[src/hdl/codec_ctrl_defs.svh]
/*
 * Register offsets, reset values and volume link codes of the codec control bank.
 * Assumes inclusion by bare name from design files.
 */
`ifndef CODEC_CTRL_DEFS_SVH
`define CODEC_CTRL_DEFS_SVH

// ********************************************************************
// Offsets
// ********************************************************************
`define OFS_POWER        8'h05
`define OFS_AUDIO3       8'h06
`define OFS_BASS0        8'h07

// ********************************************************************
// Reset values
// ********************************************************************
`define RST_POWER_CTRL   10'h3ff
`define RST_DONE_FLAGS   4'hf
`define RST_BASS0        16'h6be3
`define REVISION_DEFAULT 3'h1

// ********************************************************************
// Volume link codes
// ********************************************************************
`define VOL_LEFT_FOLLOWS  2'h1
`define VOL_RIGHT_FOLLOWS 2'h2

`endif

[src/hdl/codec_ctrl_pkg.sv]
/*
 * Types for the codec control bank.
 * Assumes nothing of its surroundings.
 */
package codec_ctrl_pkg;

  typedef struct packed {
    logic handset_bias_off;
    logic headset_bias_off;
    logic sidetone_off;
    logic speaker_one_off;
    logic speaker_two_off;
    logic playback_conv_off;
    logic record_conv_off;
    logic virtual_ground_off;
    logic cell_out_off;
    logic loudspeaker_off;
  } power_ctrl_type;

  typedef struct packed {
    logic record_off_done;
    logic left_play_off_done;
    logic right_play_off_done;
    logic sidetone_off_done;
  } off_done_type;

  typedef struct packed {
    logic record_overflow;
    logic left_play_overflow;
    logic right_play_overflow;
  } overflow_type;

  typedef struct packed {
    logic [1:0] volume_link_sel;
    logic       reference_rate_sel;
    logic       transfer_mode_sel;
    logic       master_sel;
    logic       cell_in_diff;
    logic       cell_out_diff;
    logic [1:0] reserved_bits;
    logic       clip_stepping;
  } audio_ctrl_type;

  typedef struct packed {
    power_ctrl_type power;
    off_done_type   done;
    logic           effects_filter_on;
    logic           deemphasis_on;
    audio_ctrl_type audio;
    overflow_type   ovf;
    logic [15:0]    left_bass_coef_zero;
    logic [15:0]    rdata;
    logic           codec_all_off;
    logic           left_vol_from_right;
    logic           right_vol_from_left;
    logic           clip_stepping_active;
  } state_type;

endpackage : codec_ctrl_pkg

[src/hdl/codec_ctrl_regs.sv]
/*
 * Codec power control, audio control and first bass-boost coefficient registers.
 * Assumes a single-cycle register port on clk_i; status inputs from analog or
 * other domains arrive asynchronously and are synchronised here.
 */
// The plain strobed port was left to the implementer.
// Function
// Mic bias bits 15 and 14 power down their sources when one; reset one.
// Bit 13 powers down sidetone when one; reset one.
// Bits 12 and 11 power down speaker outputs one and two when one.
// Bits 10 and 9 power down playback and record converters; reset one.
// Bits 8 and 7 power down virtual ground and cellular output.
// Bit 6 powers down loudspeaker driver when one; reset one.
// All bits 15 to 6 set means whole codec powered down.
// Read-only bit 5 shows record converter power-down complete; reset one.
// Read-only bits 4 and 3 show left, right playback power-down done.
// Read-only bit 2 shows sidetone power-down complete; reset one.
// Bit 1 enables effects filter; reset zero.
// Bit 0 enables de-emphasis filter; reset zero.
// Volume code 01 left follows right, 10 right follows left.
// Reference rate bit: zero 48.0 kHz, one 44.1 kHz.
// Transfer mode bit: zero continuous, one 256-s mode.
// Bit 11 selects master when one, slave when zero; reset slave.
// Bits 10 and 9 select differential cellular input and output.
// Read-only bit 8 set when record data exceeded saturation.
// Read-only bits 7 and 6 set on left, right playback overflow.
// Overflow flags clear after host reads audio control register.
// Clip stepping acts only when microphone gain control is selected.
// Bass coefficient zero is signed 16-bit, reset 27619.
// Overflow flags stay set until the host reads them.
`timescale 1ns/100ps
`include "codec_ctrl_defs.svh"

module codec_ctrl_regs #(
  parameter logic [2:0] REVISION = `REVISION_DEFAULT  // Arbitrary value
) (
  input  wire logic                         clk_i,
  input  wire logic                         resetn_i,
  input  wire logic [7:0]                   addr_i,
  input  wire logic [15:0]                  wdata_i,
  input  wire logic                         write_i,
  input  wire logic                         read_i,
  output logic      [15:0]                  rdata_o,
  input  wire logic [3:0]                   off_done_i,
  input  wire logic [2:0]                   overflow_i,
  input  wire logic                         agc_selected_i,
  output codec_ctrl_pkg::power_ctrl_type    power_off_o,
  output logic                              codec_all_off_o,
  output logic                              effects_filter_on_o,
  output logic                              deemphasis_on_o,
  output logic                              left_vol_from_right_o,
  output logic                              right_vol_from_left_o,
  output logic                              reference_rate_sel_o,
  output logic                              transfer_mode_sel_o,
  output logic                              master_sel_o,
  output logic                              cell_in_diff_o,
  output logic                              cell_out_diff_o,
  output logic                              clip_stepping_active_o,
  output logic      [15:0]                  left_bass_coef_zero_o
);

  // ********************************************************************
  // Input synchronisers
  // ********************************************************************
  logic [3:0] done_meta;
  logic [3:0] done_sync;
  logic [2:0] ovf_meta;
  logic [2:0] ovf_sync;
  logic       agc_meta;
  logic       agc_sync;

  always_ff @(posedge clk_i or negedge resetn_i) begin
    if (!resetn_i) begin
      done_meta <= `RST_DONE_FLAGS;
      done_sync <= `RST_DONE_FLAGS;
      ovf_meta  <= 3'h0;
      ovf_sync  <= 3'h0;
      agc_meta  <= 1'h0;
      agc_sync  <= 1'h0;
    end else begin
      done_meta <= off_done_i;
      done_sync <= done_meta;
      ovf_meta  <= overflow_i;
      ovf_sync  <= ovf_meta;
      agc_meta  <= agc_selected_i;
      agc_sync  <= agc_meta;
    end
  end

  // ********************************************************************
  // Register state
  // ********************************************************************
  codec_ctrl_pkg::state_type state;
  codec_ctrl_pkg::state_type next_state;

  logic wr_power;
  logic wr_audio;
  logic wr_bass;
  logic rd_audio;

  assign wr_power = write_i && (addr_i == `OFS_POWER);
  assign wr_audio = write_i && (addr_i == `OFS_AUDIO3);
  assign wr_bass  = write_i && (addr_i == `OFS_BASS0);
  assign rd_audio = read_i && (addr_i == `OFS_AUDIO3);

  always_comb begin
    next_state = state;
    if (wr_power) begin
      next_state.power             = codec_ctrl_pkg::power_ctrl_type'(wdata_i[15:6]);
      next_state.effects_filter_on = wdata_i[1];
      next_state.deemphasis_on     = wdata_i[0];
    end
    if (wr_audio) begin
      next_state.audio.volume_link_sel    = wdata_i[15:14];
      next_state.audio.reference_rate_sel = wdata_i[13];
      next_state.audio.transfer_mode_sel  = wdata_i[12];
      next_state.audio.master_sel         = wdata_i[11];
      next_state.audio.cell_in_diff       = wdata_i[10];
      next_state.audio.cell_out_diff      = wdata_i[9];
      next_state.audio.reserved_bits      = wdata_i[5:4];
      next_state.audio.clip_stepping      = wdata_i[3];
    end
    if (wr_bass) begin
      next_state.left_bass_coef_zero = wdata_i;
    end
    next_state.done = codec_ctrl_pkg::off_done_type'(done_sync);
    // Read clears flags; a new overflow in the same cycle still sets
    if (rd_audio) begin
      next_state.ovf = codec_ctrl_pkg::overflow_type'(3'h0);
    end
    next_state.ovf = codec_ctrl_pkg::overflow_type'(next_state.ovf | ovf_sync);
    next_state.codec_all_off        = &next_state.power;
    next_state.left_vol_from_right  = next_state.audio.volume_link_sel == `VOL_LEFT_FOLLOWS;
    next_state.right_vol_from_left  = next_state.audio.volume_link_sel == `VOL_RIGHT_FOLLOWS;
    next_state.clip_stepping_active = next_state.audio.clip_stepping & agc_sync;
    next_state.rdata = 16'h0000;
    if (read_i) begin
      case (addr_i)
        `OFS_POWER: begin
          next_state.rdata = {state.power, state.done, state.effects_filter_on, state.deemphasis_on};
        end
        `OFS_AUDIO3: begin
          next_state.rdata = {state.audio.volume_link_sel, state.audio.reference_rate_sel,
                              state.audio.transfer_mode_sel, state.audio.master_sel,
                              state.audio.cell_in_diff, state.audio.cell_out_diff, state.ovf,
                              state.audio.reserved_bits, state.audio.clip_stepping, REVISION};
        end
        `OFS_BASS0: begin
          next_state.rdata = state.left_bass_coef_zero;
        end
        default: begin
          next_state.rdata = 16'h0000;
        end
      endcase
    end
  end

  always_ff @(posedge clk_i or negedge resetn_i) begin
    if (!resetn_i) begin
      state                      <= '0;
      state.power                <= codec_ctrl_pkg::power_ctrl_type'(`RST_POWER_CTRL);
      state.done                 <= codec_ctrl_pkg::off_done_type'(`RST_DONE_FLAGS);
      state.left_bass_coef_zero  <= `RST_BASS0;
      state.codec_all_off        <= 1'h1;
    end else begin
      state <= next_state;
    end
  end

  // ********************************************************************
  // Outputs
  // ********************************************************************
  assign rdata_o                = state.rdata;
  assign power_off_o            = state.power;
  assign codec_all_off_o        = state.codec_all_off;
  assign effects_filter_on_o    = state.effects_filter_on;
  assign deemphasis_on_o        = state.deemphasis_on;
  assign left_vol_from_right_o  = state.left_vol_from_right;
  assign right_vol_from_left_o  = state.right_vol_from_left;
  assign reference_rate_sel_o   = state.audio.reference_rate_sel;
  assign transfer_mode_sel_o    = state.audio.transfer_mode_sel;
  assign master_sel_o           = state.audio.master_sel;
  assign cell_in_diff_o         = state.audio.cell_in_diff;
  assign cell_out_diff_o        = state.audio.cell_out_diff;
  assign clip_stepping_active_o = state.clip_stepping_active;
  assign left_bass_coef_zero_o  = state.left_bass_coef_zero;
endmodule : codec_ctrl_regs

[config.mk]
export PLATFORM = sky130hd
export DESIGN_NAME = codec_ctrl_regs
export DESIGN_NICKNAME = d
export VERILOG_FILES = /design/src/hdl/codec_ctrl_pkg.sv /design/src/hdl/codec_ctrl_regs.sv
export VERILOG_INCLUDE_DIRS = /design/src /design/src/hdl
export SDC_FILE = /design/constraint.sdc
export NUM_CORES = 1
export LEC_CHECK = 0
export BUFFER_PORTS_ARGS = -buffer_cell sky130_fd_sc_hd__buf_2
export CORE_MARGIN = 8
export CORE_UTILIZATION = 52
export CTS_CLUSTER_DIAMETER = 30
export DETAILED_ROUTE_END_ITERATION = 7
export PLACE_DENSITY = 0.77
export SYNTH_ARGS = -nofsm -noshare
export SYNTH_HDL_FRONTEND = slang
export SYNTH_SLANG_ARGS = --single-unit
[constraint.sdc]
create_clock -name clk_i -period 2.01 [get_ports clk_i]
set_input_delay 0.201 -clock clk_i [delete_from_list [all_inputs] [get_ports clk_i]]
set_output_delay 0.201 -clock clk_i [all_outputs]
set_load 0.02 [all_outputs]
Yosys cells after proc, flatten, opt, wreduce, memory -nomap -nowiden
Index checks and enable logic that the tools add are counted.

storage, ports and cells
  register bits after elaboration = 81
  bits of input ports = 36

operators by class
  equality and inequality tests = 5
  mux-type cells = 5
  bitwise gates (word level) = 2
  reduce and logical (&&, ||, !) cells = 5

operator list
  cell                number
  $pmux 16 s3         1
  $eq 8x3->1 const B  3
  $mux 10             2
  $mux 16             1
  $reduce_and 10->1   1
  $logic_and 1x1->1   4
  $mux 3              1
  $or 3x3->3          1
  $eq 2x1->1 const B  1
  $eq 2x2->1 const B  1
  $and 1x1->1         1

Longest topological paths before layout
Gate-level depths: netlist of the first run.

  depth after elaboration = 4
  mapped depth = 5

Worst setup path before layout of the first run
Ideal clock, no wire load.

  path type = input-to-reg
  start point = input port addr_i[7]
  end point = register state (netlist bit left_bass_coef_zero_o[10])
  setup time = 0.125 ns
  data arrival time = 1.340 ns
  data required time = 1.885 ns
  setup slack = 0.546 ns
  stages = 5
  path buffers = 2
  cells stage by stage = nor4b_4 > and4_1 > buf_4 > buf_6 > mux2_2

between the ends
  word-level cells in the longest chain between the ends = 2

ends and longest elaborated chain
  item                  RTL line                text
  start, declared       codec_ctrl_regs.sv:39   input wire logic [7:0] addr_i,
  $eq 8x3->1            n/a
  $logic_and 1x1->1     codec_ctrl_regs.sv:103  assign wr_bass = write_i && (addr_i == `OFS_BASS0);
  end signal, assigned  codec_ctrl_regs.sv:166  state <= next_state;
  end, declared         codec_ctrl_regs.sv:93   codec_ctrl_pkg::state_type state;

Every way passes these cells.
A chain may end at the register's enable or synchronous reset.

Worst setup path in the final report of the first run
  start point = input port addr_i[5]
  end point = register state (netlist bit left_bass_coef_zero_o[12])

Same word-level chain as after synthesis.

==> summary.txt, run 1 <==
STA
  • Post-layout min period: between 1 and 1.5 ns
  • Worst Max-Slew Pin Slew: approximately 0.46 ns
  • Final hold viol count: 0
  • Final setup TNS: 0 ns
  • Slew headroom: 0.691
  • Final Skew: 0.00703 ns
  • Fin crit share: 0.745
  • Fmax: 668 MHz
  • RSZ-0062 raised after global routing: false
  • Final setup fails: 0
  • Hold slack: 0.0950 ns
  • Slew Limit Fails: 0

Power
  • Clock power frac: 0.381
  • Power Total: 3.29 mW
  • Net switching power: 754 uW
  • Sequential Power Share: 0.532
  • Combinational fraction of design power: 0.086
  • Pwr dens: around 830 mW/mm^2
  • Internal power: 2.54 mW
  • Leak Pwr: 1.99 nW
  • Max IR drop VDD: 0.000471 V
  • Net Sw Frac: 0.229

Setup path
  • Crit path max fanout: 7
  • Critical path cell sequence: buf_2, nor3b_1, and4_1, buf_4, mux2_2
  • CP Capture Type: flip-flop
  • Setup Crit Path Kind: input port to flip-flop
  • CP required: approximately 2.3 ns
  • Slowest cell delay on critical path: between 0.4 and 0.5 ns
  • Critical path startpoint category: input port
  • Worst path arrival time: 1.73 ns
  • Slowest-stage cell, CP: and4_1

Global route
  • GR Util All Layers: 0.158
  • Pin count of the biggest net entering global routing: between 80 and 90
  • GRT overflow: 0
  • Vias in the first global route: ~2200
  • Global-route wire length before repair: 11800 um
  • Antenna violations before repair: 0

Cells and area
  • Layout cell share with drive strength beyond 1: 0.614
  • Final instance area: 0.00397 mm^2
  • Area Overhead vs Synth: 15.6%
  • Antenna Cells: 0
  • # nets final: 350
  • Util after Layout: 0.621

Min path
  • Worst Hold Class: input port to flip-flop

Clocking
  • Clk Latency, worst-skew pair: about 0.35 ns
  • Postcts setup bufs: 0
  • CTS root buf: clkbuf_8
  • CTS tree: yes
  • Clk sinks: 81
  • Clock-pin slew on the worst setup and hold paths: 0.07 ns
  • Post-CTS Resized: 0
  • Clk buf depth: 2
  • Total number of H-tree levels: 3
  • # hold bufs at CTS: 9
  • TritonCTS Buffers: 9

Placement
  • HPWL after detailed placement: 5090 um
  • # port buffers: 88
  • DP Area: roughly 0.0037 mm^2
  • Routability congestion estimate: just under 0.8

Drt
  • Detail Route Antenna Nets: 0
  • Vias: 2035
  • DRT iter0 DRCs: 62
  • Pre-antenna DRT Iters: 4
  • DRC Markers: 0
  • Final WL: 7190 um
  • Vias/cell: 5.14
  • WL/cell: 18.2 um

Die
  • Io pins: between 80 and 90
  • Core area: 0.00639 mm^2
  • DIE AREA: 0.00946 mm^2
  • Die Width: approximately 97 um
  • Die Height: 97.3 um
  • Initial Util: 0.538
  • FP Rows: 29

Synthesis
  • Seq cells post-synth: 81
  • Synthesized cell area: ~0.0034 mm^2
  • Syn Area/Cell: 13.8 um^2
  • Post-Syn Instances: 249
  • Netlist cell types: 25
  • Register area share after synthesis: 0.602
  • Mapped Nets: between 200 and 300
  • Synth warn: 0

Status
  • Outcome: finished, final reports clean

Job
  • Maxcap violations: 0
-- final timing paths --
kind	start	end	slack, ns	cells after the start
worst min-delay path	wdata_i[0]	deemphasis_on_o	0.09	2
worst min register to register	ovf_meta[2]	ovf_sync[2]	0.35	0
max in group asynchronous	resetn_i	done_sync[1]	1.23	3
worst max register to register	power_off_o[2]	codec_all_off_o	0.93	3
min in group asynchronous	resetn_i	rdata_o[7]	0.39	3
worst max-delay path	addr_i[5]	left_bass_coef_zero_o[12]	0.51	5
-- routing by layer --
| metal | GRT usage | up-vias | part of all wire |
|---|---|---|---|
| met2 | 0.255 | 54 | 0.51 |
| li1 | - | 953 | - |
| met1 | 0.183 | 1020 | 0.42 |
| met4 | 0.0874 | 0 | 0.013 |
| met3 | 0.0491 | 8 | 0.052 |
| met5 | 0 | - | 0 |
-- cells by family (layout without fill, tap and decap cells) --
group,Yosys count,in the layout,share of synthesized area
simple gates,40,40,0.0630
flops,81,81,0.602
mux,57,57,0.185
buf+inv,53,123,0.112
compound gates,18,18,0.0379
-- power by group through the flow --
| stage | clock, mW | combinational, mW | sequential [mW] |
|---|---|---|---|
| after floorplan | 0 | 0.161 | 1.78 |
| after detailed placement | 0 | 0.276 | 1.78 |
| after global placement | 0 | 0.270 | 1.78 |
| final | 1.26 | 0.285 | 1.75 |
| after CTS | 1.29 | 0.290 | 1.75 |
| after global routing | 1.35 | 0.309 | 1.76 |
-- sequential cells by signal, summed over array words and instances (netlist names), 3 cells and up --
signal,flops
done_meta,4
rdata_o,16
left_bass_coef_zero_o,16
ovf_sync,3
ovf_meta,3
state,12
power_off_o,10
done_sync,4
-- area by class of cell --
| cell class | count | area [um^2] |
|---|---|---|
| fillers | 503 | 2420 |
| flip-flops and latches | 81 | 2070 |
| multi-input cells | 115 | 982 |
| repair buffers | 106 | 613 |
| clock buffers | 12 | 135 |
| well taps | 77 | 96.3 |
| clock inverters | 4 | 70.1 |
| inverters | 1 | 3.75 |
-- worst max-delay path: cells and delay by family --
family	cells	cell delay (ns)
and+or+nand+nor	2	0.85
muxes	1	0.34
buffers and inverters	2	0.33
-- synth_stat cells, drive strengths merged --
cell    count  area (um^2)
dfstp      33          867
clkbuf      2         7.51
nor2b       1         6.26
nor3        4         20.0
mux2i       5         50.1
nor3b       1         7.51
nand2b      4         25.0
buf        50          372
nand2       5         18.8
dfrtp      48         1200
nor2       14         52.6
mux2       52          586
a21o        3         22.5
and4        1         8.76
o21ai       1         5.00
nor4b       1         23.8
inv         1         3.75
nand4       5         31.3
a21oi       1         5.00
and2b       1         7.51
nand3       3         15.0
a22oi      13         97.6
-- cells in the final DEF, fill, tap and decap left out --
cell / instances
nor3_1: 4
mux2i_1: 5
and4_1: 1
mux2_2: 52
a21oi_1: 1
o21ai_0: 1
buf_12: 1
a21o_1: 3
nor3b_1: 1
clkbuf_1: 3
nand3_1: 3
a22oi_1: 13
dfstp_2: 33
nor2_1: 14
buf_4: 9
clkinv_2: 2
and2b_1: 1
nor4b_4: 1
nand4_1: 5
dlygate4sd3_1: 9
clkbuf_8: 9
inv_1: 1
nor2b_1: 1
bufinv_16: 2
dfrtp_1: 48
nand2_1: 5
buf_2: 87
nand2b_1: 4
-- per-stage QoR --
stage	setup WS, ns	cells
after global routing	0.468	396
after global placement	0.278	371
after CTS	0.568	396
final	0.512	396
after detailed placement	0.184	371
after floorplan	0.546	249
(Power assumes the default switching activity.)
==> inputs of run 2 (changes only) <==
clock period = 1.54 ns   (was 2.01 ns; I/O delays follow)
==> run 2 against run 1 <==
  * Worst hold slack worse by 0.038 ns
  * Register-to-register slack got worse by 0.47 ns
  * Clock skew shrank 0.00089 ns
  * Global-route usage is 0.060 points higher
  * Utilization up 1.4 points
  * Sequential cell count did not move
  * Critical path depth down 4
  * Die area stayed put
  * Non-clock buffer count increased by 8
  * Clock power rose by 37%
  * Clock-buffer cell count grew 1
  * Final cell count rose by 2.0%
  * Largest cell class unchanged
  * Largest power group unchanged
==> summary.txt, run 2 (synthesized netlist as in run 1, its figures left out) <==
Die
  • Io pins: 89 (unchanged)
  • Initial Util: 0.538 (unchanged)
  • DIE AREA: 0.00946 mm^2 (unchanged)
  • Die Height: 97.3 um (unchanged)
  • FP Rows: 29 (unchanged)
  • Core area: 0.00639 mm^2 (unchanged)
  • Die Width: 97.3 um (unchanged)

STA
  • Fin crit share: 0.805
  • Slew Limit Fails: 0 (unchanged)
  • Slew headroom: 0.675 (-0.0155)
  • Final Skew: 0.00614 ns (-0.000889 ns)
  • Final setup TNS: 0 ns (unchanged)
  • Final hold viol count: 0 (unchanged)
  • Fmax: around 810 MHz
  • RSZ-0062 raised after global routing: false
  • Final setup fails: 0 (unchanged)
  • Hold slack: 0.0571 ns (-0.0379 ns)
  • Worst Max-Slew Pin Slew: 0.487 ns (+0.0243 ns)
  • Post-layout min period: 1.24 ns

Status
  • Outcome: finished, final reports clean

Min path
  • Worst Hold Class: input port to flip-flop
  • Worst Hold End: effects_filter_on_o
  • Hold path depth: 2 (unchanged)
  • HP Start: wdata_i[1]

Setup path
  • CP required: 1.39 ns (-0.86 ns)
  • Critical path startpoint category: flip-flop
  • CP Capture Type: output pin
  • Slowest-stage cell, CP: dfstp_2
  • Worst path arrival time: 1.09 ns (-0.64 ns)
  • Critical register-to-register path endpoint: codec_all_off_o
  • R2r setup slk: 0.46 ns (-0.47 ns)
  • CP bufs+invs: 1 (-1)
  • Slowest cell delay on critical path: 0.56 ns (+0.12 ns)
  • Critical path cell sequence: buf_2
  • CP delay by family, top: flip-flops
  • Crit path max fanout: 4 (-3)
  • R2r worst-path depth: 3 (unchanged)
  • Setup Crit Path Kind: flip-flop to output pin
  • FF-to-FF Start: power_off_o[6]

Clocking
  • Clk buf depth: 2 (unchanged)
  • # hold bufs at CTS: 9 (unchanged)
  • CTS tree: yes
  • Total number of H-tree levels: 3 (unchanged)
  • Clock-pin slew on the worst setup and hold paths: 0.07 ns (about the same)
  • TritonCTS Buffers: 9 (unchanged)
  • Postcts setup bufs: 0 (unchanged)
  • Clk Latency, worst-skew pair: 0.34 ns (about the same)
  • Post-CTS Resized: 0 (unchanged)
  • CTS root buf: clkbuf_8
  • Clk sinks: 81 (unchanged)

Global route
  • Vias in the first global route: 2319 (+5.3%)
  • Pin count of the biggest net entering global routing: 37 (-55%)
  • Antenna violations before repair: 0 (unchanged)
  • Global-route wire length before repair: 12000 um (+1.9%)
  • GR Util All Layers: 0.159 (+0.000604)
  • GRT overflow: 0 (unchanged)

Job
  • Maxcap violations: 0 (unchanged)

Power
  • Pwr dens: 1080 mW/mm^2 (+30%)
  • Leak Pwr: 2.05 nW (+2.6%)
  • Power Total: 4.39 mW (+33%)
  • Max IR drop VDD: 0.000726 V (+54%)

Drt
  • DRT iter0 DRCs: 46 (-26%)
  • Vias/cell: 5.23 (+1.7%)
  • Vias: 2112 (+3.8%)
  • Pre-antenna DRT Iters: 4 (unchanged)
  • Final WL: 7380 um (+2.7%)
  • DRC Markers: 0 (unchanged)
  • Detail Route Antenna Nets: 0 (unchanged)
  • WL/cell: 18.3 um (+0.64%)

Placement
  • # port buffers: 88 (unchanged)
  • Routability congestion estimate: 0.758 (-4.7%)
  • Dpl cells: 379 (+2.2%)
  • HPWL after detailed placement: 5540 um (+8.9%)

Cells and area
  • Util after Layout: 0.636 (+0.0143)
  • FILL cells: 522 (+3.8%)
  • Filler-free cell count of the finished design: 404 (+2.0%)
  • Layout cell share with drive strength beyond 1: 0.627 (+0.0125)
  • # nets final: 358 (+2.3%)
  • Antenna Cells: 0 (unchanged)
  • Most frequent cells in the layout: buf_2 (87), mux2_2 (52), dfrtp_1 (48)
  • Most common cell after layout, fill and taps aside: buf_2
  • Area Overhead vs Synth: 18.3%
## run 2: cell types whose count changed in the layout (fill, tap and decap cells not counted), sizes merged
| cell | before | now |
|---|---|---|
| clkbuf | 12 | 13 |
| buf | 97 | 105 |
| clkinv | 2 | 1 |
## run 2: how the worst max path moves through the flow
stage / slack [ns] / start / cells past startpoint / to
global placement: 0.08 / addr_i[7] / 5 / left_bass_coef_zero_o[15]
CTS: 0.28 / power_off_o[9] / 1 / power_off_o[9]
floorplan: 0.12 / addr_i[7] / 5 / left_bass_coef_zero_o[10]
finish: 0.30 / power_off_o[9] / 1 / power_off_o[9]
detailed placement: 0.01 / addr_i[5] / 6 / left_bass_coef_zero_o[3]
global route: 0.26 / power_off_o[9] / 1 / power_off_o[9]
## run 2: cell type report
type,instances,area [um^2],area share
Multi-Input combinational cell,115,982,0.242
Clock inverter,3,65.1,0.0160
Tap cell,77,96.3,0.0237
Timing Repair Buffer,114,686,0.169
Sequential cell,81,2070,0.509
Inverter,1,3.75,0.000925
Clock buffer,13,159,0.0391
## run 2: routing by layer
layer | global-route usage | wire length [um]
met5 | 0 | 0
met4 | 0.0734 | 127
met1 | 0.179 | 3020
met2 | 0.269 | 3810
met3 | 0.0469 | 430
## run 2: where the power goes
group | total, mW | internal [mW] | switching [mW]
registers | 2.29 | 2.24 | 0.0493
logic | 0.386 | 0.174 | 0.212
clock network | 1.72 | 1.00 | 0.719
## run 2: metrics by stage
step	setup slack [ns]	cell area (um^2)
final	0.300	4060
after global routing	0.255	4060
after CTS	0.276	4060
after detailed placement	0.0143	3750
after global placement	0.0793	3750
after floorplan	0.123	3430
==> inputs of run 3 (changes only) <==
ABC_AREA = 1   (was default)
CORE_UTILIZATION = 48   (was 52)
PLACE_DENSITY = 0.74   (was 0.77)
clock period = 1 ns   (was 1.54 ns; I/O delays follow)
==> run 3 against run 2 <==
  * The flow now finishes with violations (setup timing)
  * Register-to-register slack got worse by 0.62 ns
  * Sequential cell count is the same
  * Wire length is 23% higher
==> summary.txt, run 3 <==
Status
  • Outcome: finished with violations
  • Failing checks: setup timing

Clocking
  • Clk sinks: 81 (unchanged)
  • CTS tree: yes
  • Clock-pin slew on the worst setup and hold paths: 0.08 ns (about the same)
  • Total number of H-tree levels: 3 (unchanged)
  • CTS root buf: clkbuf_8
  • Clk Latency, worst-skew pair: 0.35 ns (about the same)
  • Clk buf depth: 2 (unchanged)
  • TritonCTS Buffers: 9 (unchanged)

Synthesis
  • Biggest area consumer among synthesized cells: dfrtp_1
  • Fraction of registers with async set/reset: 1.00 (unchanged)
  • Area contributors post-synth: dfrtp_1 (34%), dfstp_2 (24%), nand2_1 (11%)
  • Synthesized cell area: 0.00356 mm^2 (+3.6%)
  • Seq cells post-synth: 81 (unchanged)
  • Syn Area/Cell: 9.46 um^2 (-31%)
  • Mapped Nets: 412 (+45%)
  • Top cell type's share of synthesized area: 0.338 (-0.0123)
  • EDFF count, synth: 0 (unchanged)
  • Post-synth top flop: dfrtp_1
  • Synth cell count leaders: nand2_1 (101), inv_1 (52), dfrtp_1 (48), buf_4 (44), dfstp_2 (33)
  • Register area share after synthesis: 0.581 (-0.0212)
  • Post-Syn Instances: 376 (+51%)
  • Synth warn: 0 (unchanged)
  • Netlist cell types: 27 (+8.0%)
  • Most numerous cell in the Yosys netlist: nand2_1

Placement
  • Routability congestion estimate: 0.880 (+16%)
  • HPWL after detailed placement: 6020 um (+8.8%)
  • Place WS: -0.230 ns (-0.244 ns)
  • # port buffers: 88 (unchanged)

Drt
  • Vias: 2834 (+34%)
  • Met1 Wirelength: 3570 um (+18%)
  • DR top layer: met4
  • DRT iter0 DRCs: 173 (+280%)
  • Final WL: 9090 um (+23%)
  • Routed wl met2: 4330 um (+14%)
  • DRC Markers: 0 (unchanged)
  • Routed met3 length: 864 um (+100%)
  • Vias/cell: 4.76 (-9.0%)
  • Pre-antenna DRT Iters: 4 (unchanged)
  • Detail Route Antenna Nets: 0 (unchanged)
  • WL/cell: 15.2 um (-17%)

Setup path
  • Setup Crit Path Kind: flip-flop to output pin
  • Critical path startpoint category: flip-flop
  • R2r setup slk: -0.16 ns (-0.62 ns)
  • CP required: 0.90 ns (-0.49 ns)
  • Worst path arrival time: 1.10 ns (about the same)
  • CP Capture Type: output pin
  • Crit path max fanout: 2 (-2)

STA
  • Slew Limit Fails: 0 (unchanged)
  • Final hold viol count: 0 (unchanged)
  • Post-layout min period: between 1 and 1.5 ns
  • Fmax: ~840 MHz
  • Slew headroom: 0.824 (+0.149)
  • RSZ-0062 raised after global routing: true
  • Final setup TNS: -3.09 ns (-3.09 ns)
  • Final Skew: 0.00873 ns (+0.00259 ns)
  • Worst Max-Slew Pin Slew: 0.264 ns (-0.223 ns)
  • Final setup fails: 27 (+27)
  • Final worst setup slack: -0.198 ns (-0.497 ns)
  • Fin crit share: 1.20

Cells and area
  • Layout cell share with drive strength beyond 1: 0.467 (-0.160)
  • Util after Layout: 0.679 (+0.0434)
  • Area Overhead vs Synth: 37.7%
  • Antenna Cells: 0 (unchanged)
  • # nets final: 528 (+47%)
  • Most frequent cells in the layout: nand2_1 (92), buf_6 (53), dfrtp_1 (48)
  • Most common cell after layout, fill and taps aside: nand2_1

Power
  • Combinational fraction of design power: 0.135 (+0.047)
  • Sequential Power Share: 0.536 (+0.015)
  • Pwr dens: 1350 mW/mm^2 (+25%)
  • Leak Pwr: 2.63 nW (+28%)
  • Net switching power: 1.70 mW (+73%)
  • Net Sw Frac: 0.256 (+0.0329)
  • Internal power: 4.94 mW (+45%)
  • Clock power frac: 0.329 (-0.063)
  • Max IR drop VDD: 0.000661 V (-9.0%)

Die
  • Core area: 0.00721 mm^2 (+13%)
  • Die Height: 102 um (+5.0%)
  • FP Rows: 31 (+6.9%)
  • Die Width: 102 um (+5.0%)
  • DIE AREA: 0.0104 mm^2 (+10%)
  • Io pins: 89 (unchanged)
  • Initial Util: 0.493 (-0.0444)

Min path
  • Worst Hold Class: input port to flip-flop

Global route
  • Pin count of the biggest net entering global routing: 32 (-14%)
  • Global-route wire length before repair: 14100 um (+17%)
  • Antenna violations before repair: 0 (unchanged)
  • GR Util All Layers: 0.176 (+0.0171)
  • Vias in the first global route: 2954 (+27%)
  • GRT overflow: 0 (unchanged)

Job
  • Maxcap violations: 0 (unchanged)
run 3: cell count changes after synthesis, moves of 5 or more:
cell      before  now
nand2_1        5  101
mux2_2        52    0
inv_1          1   52
o21ai_1        0   17
a22oi_1       13    0
nand3_1        3   16
o211ai_1       0    6
o21ai_0        1    7
mux2i_1        5    0
nand4_1        5    0
run 3: logic make-up after synthesis:
family,count (synthesis),share of synthesized area
compound gates,44,0.0759
buf+inv,111,0.172
flops,81,0.581
simple gates,140,0.171
run 3: layer usage:
layer / vias up / GRT usage
li1: 1345 / -
met1: 1321 / 0.213
met2: 139 / 0.271
met3: 29 / 0.0531
met4: 0 / 0.103
met5: - / 0
run 3: critical path, cell delays in order, from the launching register on:
cell and delay [ns]:
dfstp_2 0.55, buf_6 0.09, buf_6 0.10
run 3: area by class of cell:
class,count,area [um^2]
clock buffer,11,151
clock inverter,5,30.0
fill,534,2310
inverter,57,218
multi-input combinational,184,948
sequential,81,2070
tap,99,124
timing repair buffer,159,1360
run 3: timing repair:
action,in CTS,in global routing
hold endpoints to repair,95,0
setup endpoints to repair,35,57
gates cloned,0,0
resized for setup,80,47
hold buffers,17,0
setup buffers,24,4
pin swaps,8,23
run 3: stage by stage:
step | hold slack (ns) | power (mW) | std cells | instance area [um^2]
6_report | 0.0253 | 6.63 | 596 | 4900
5_1_grt | 0.0164 | 6.91 | 596 | 4900
4_1_cts | 0.00529 | 6.62 | 594 | 4760
3_5_place_dp | 0.130 | 4.22 | 537 | 3980
3_3_place_gp | 0.125 | 4.21 | 537 | 3980
2_1_floorplan | -0.196 | 3.94 | 376 | 3570
run 3: power by group through the flow:
stage                     clock network (mW)  registers (mW)  logic, mW
after floorplan                            0            3.63      0.317
after global placement                     0            3.60      0.611
after detailed placement                   0            3.60      0.623
after CTS                               2.21            3.55      0.861
after global routing                    2.37            3.57      0.969
final                                   2.18            3.56      0.895
run 3: path summary, 6_finish.rpt:
check | start | cells past startpoint | to
min | wdata_i[4] | 3 | state[40]
min reg2reg | ovf_meta[0] | 0 | ovf_sync[0]
max | power_off_o[4] | 2 | power_off_o[4]
max reg2reg | power_off_o[4] | 6 | codec_all_off_o
max in group asynchronous | resetn_i | 3 | state[51]
min in group asynchronous | resetn_i | 2 | done_meta[3]
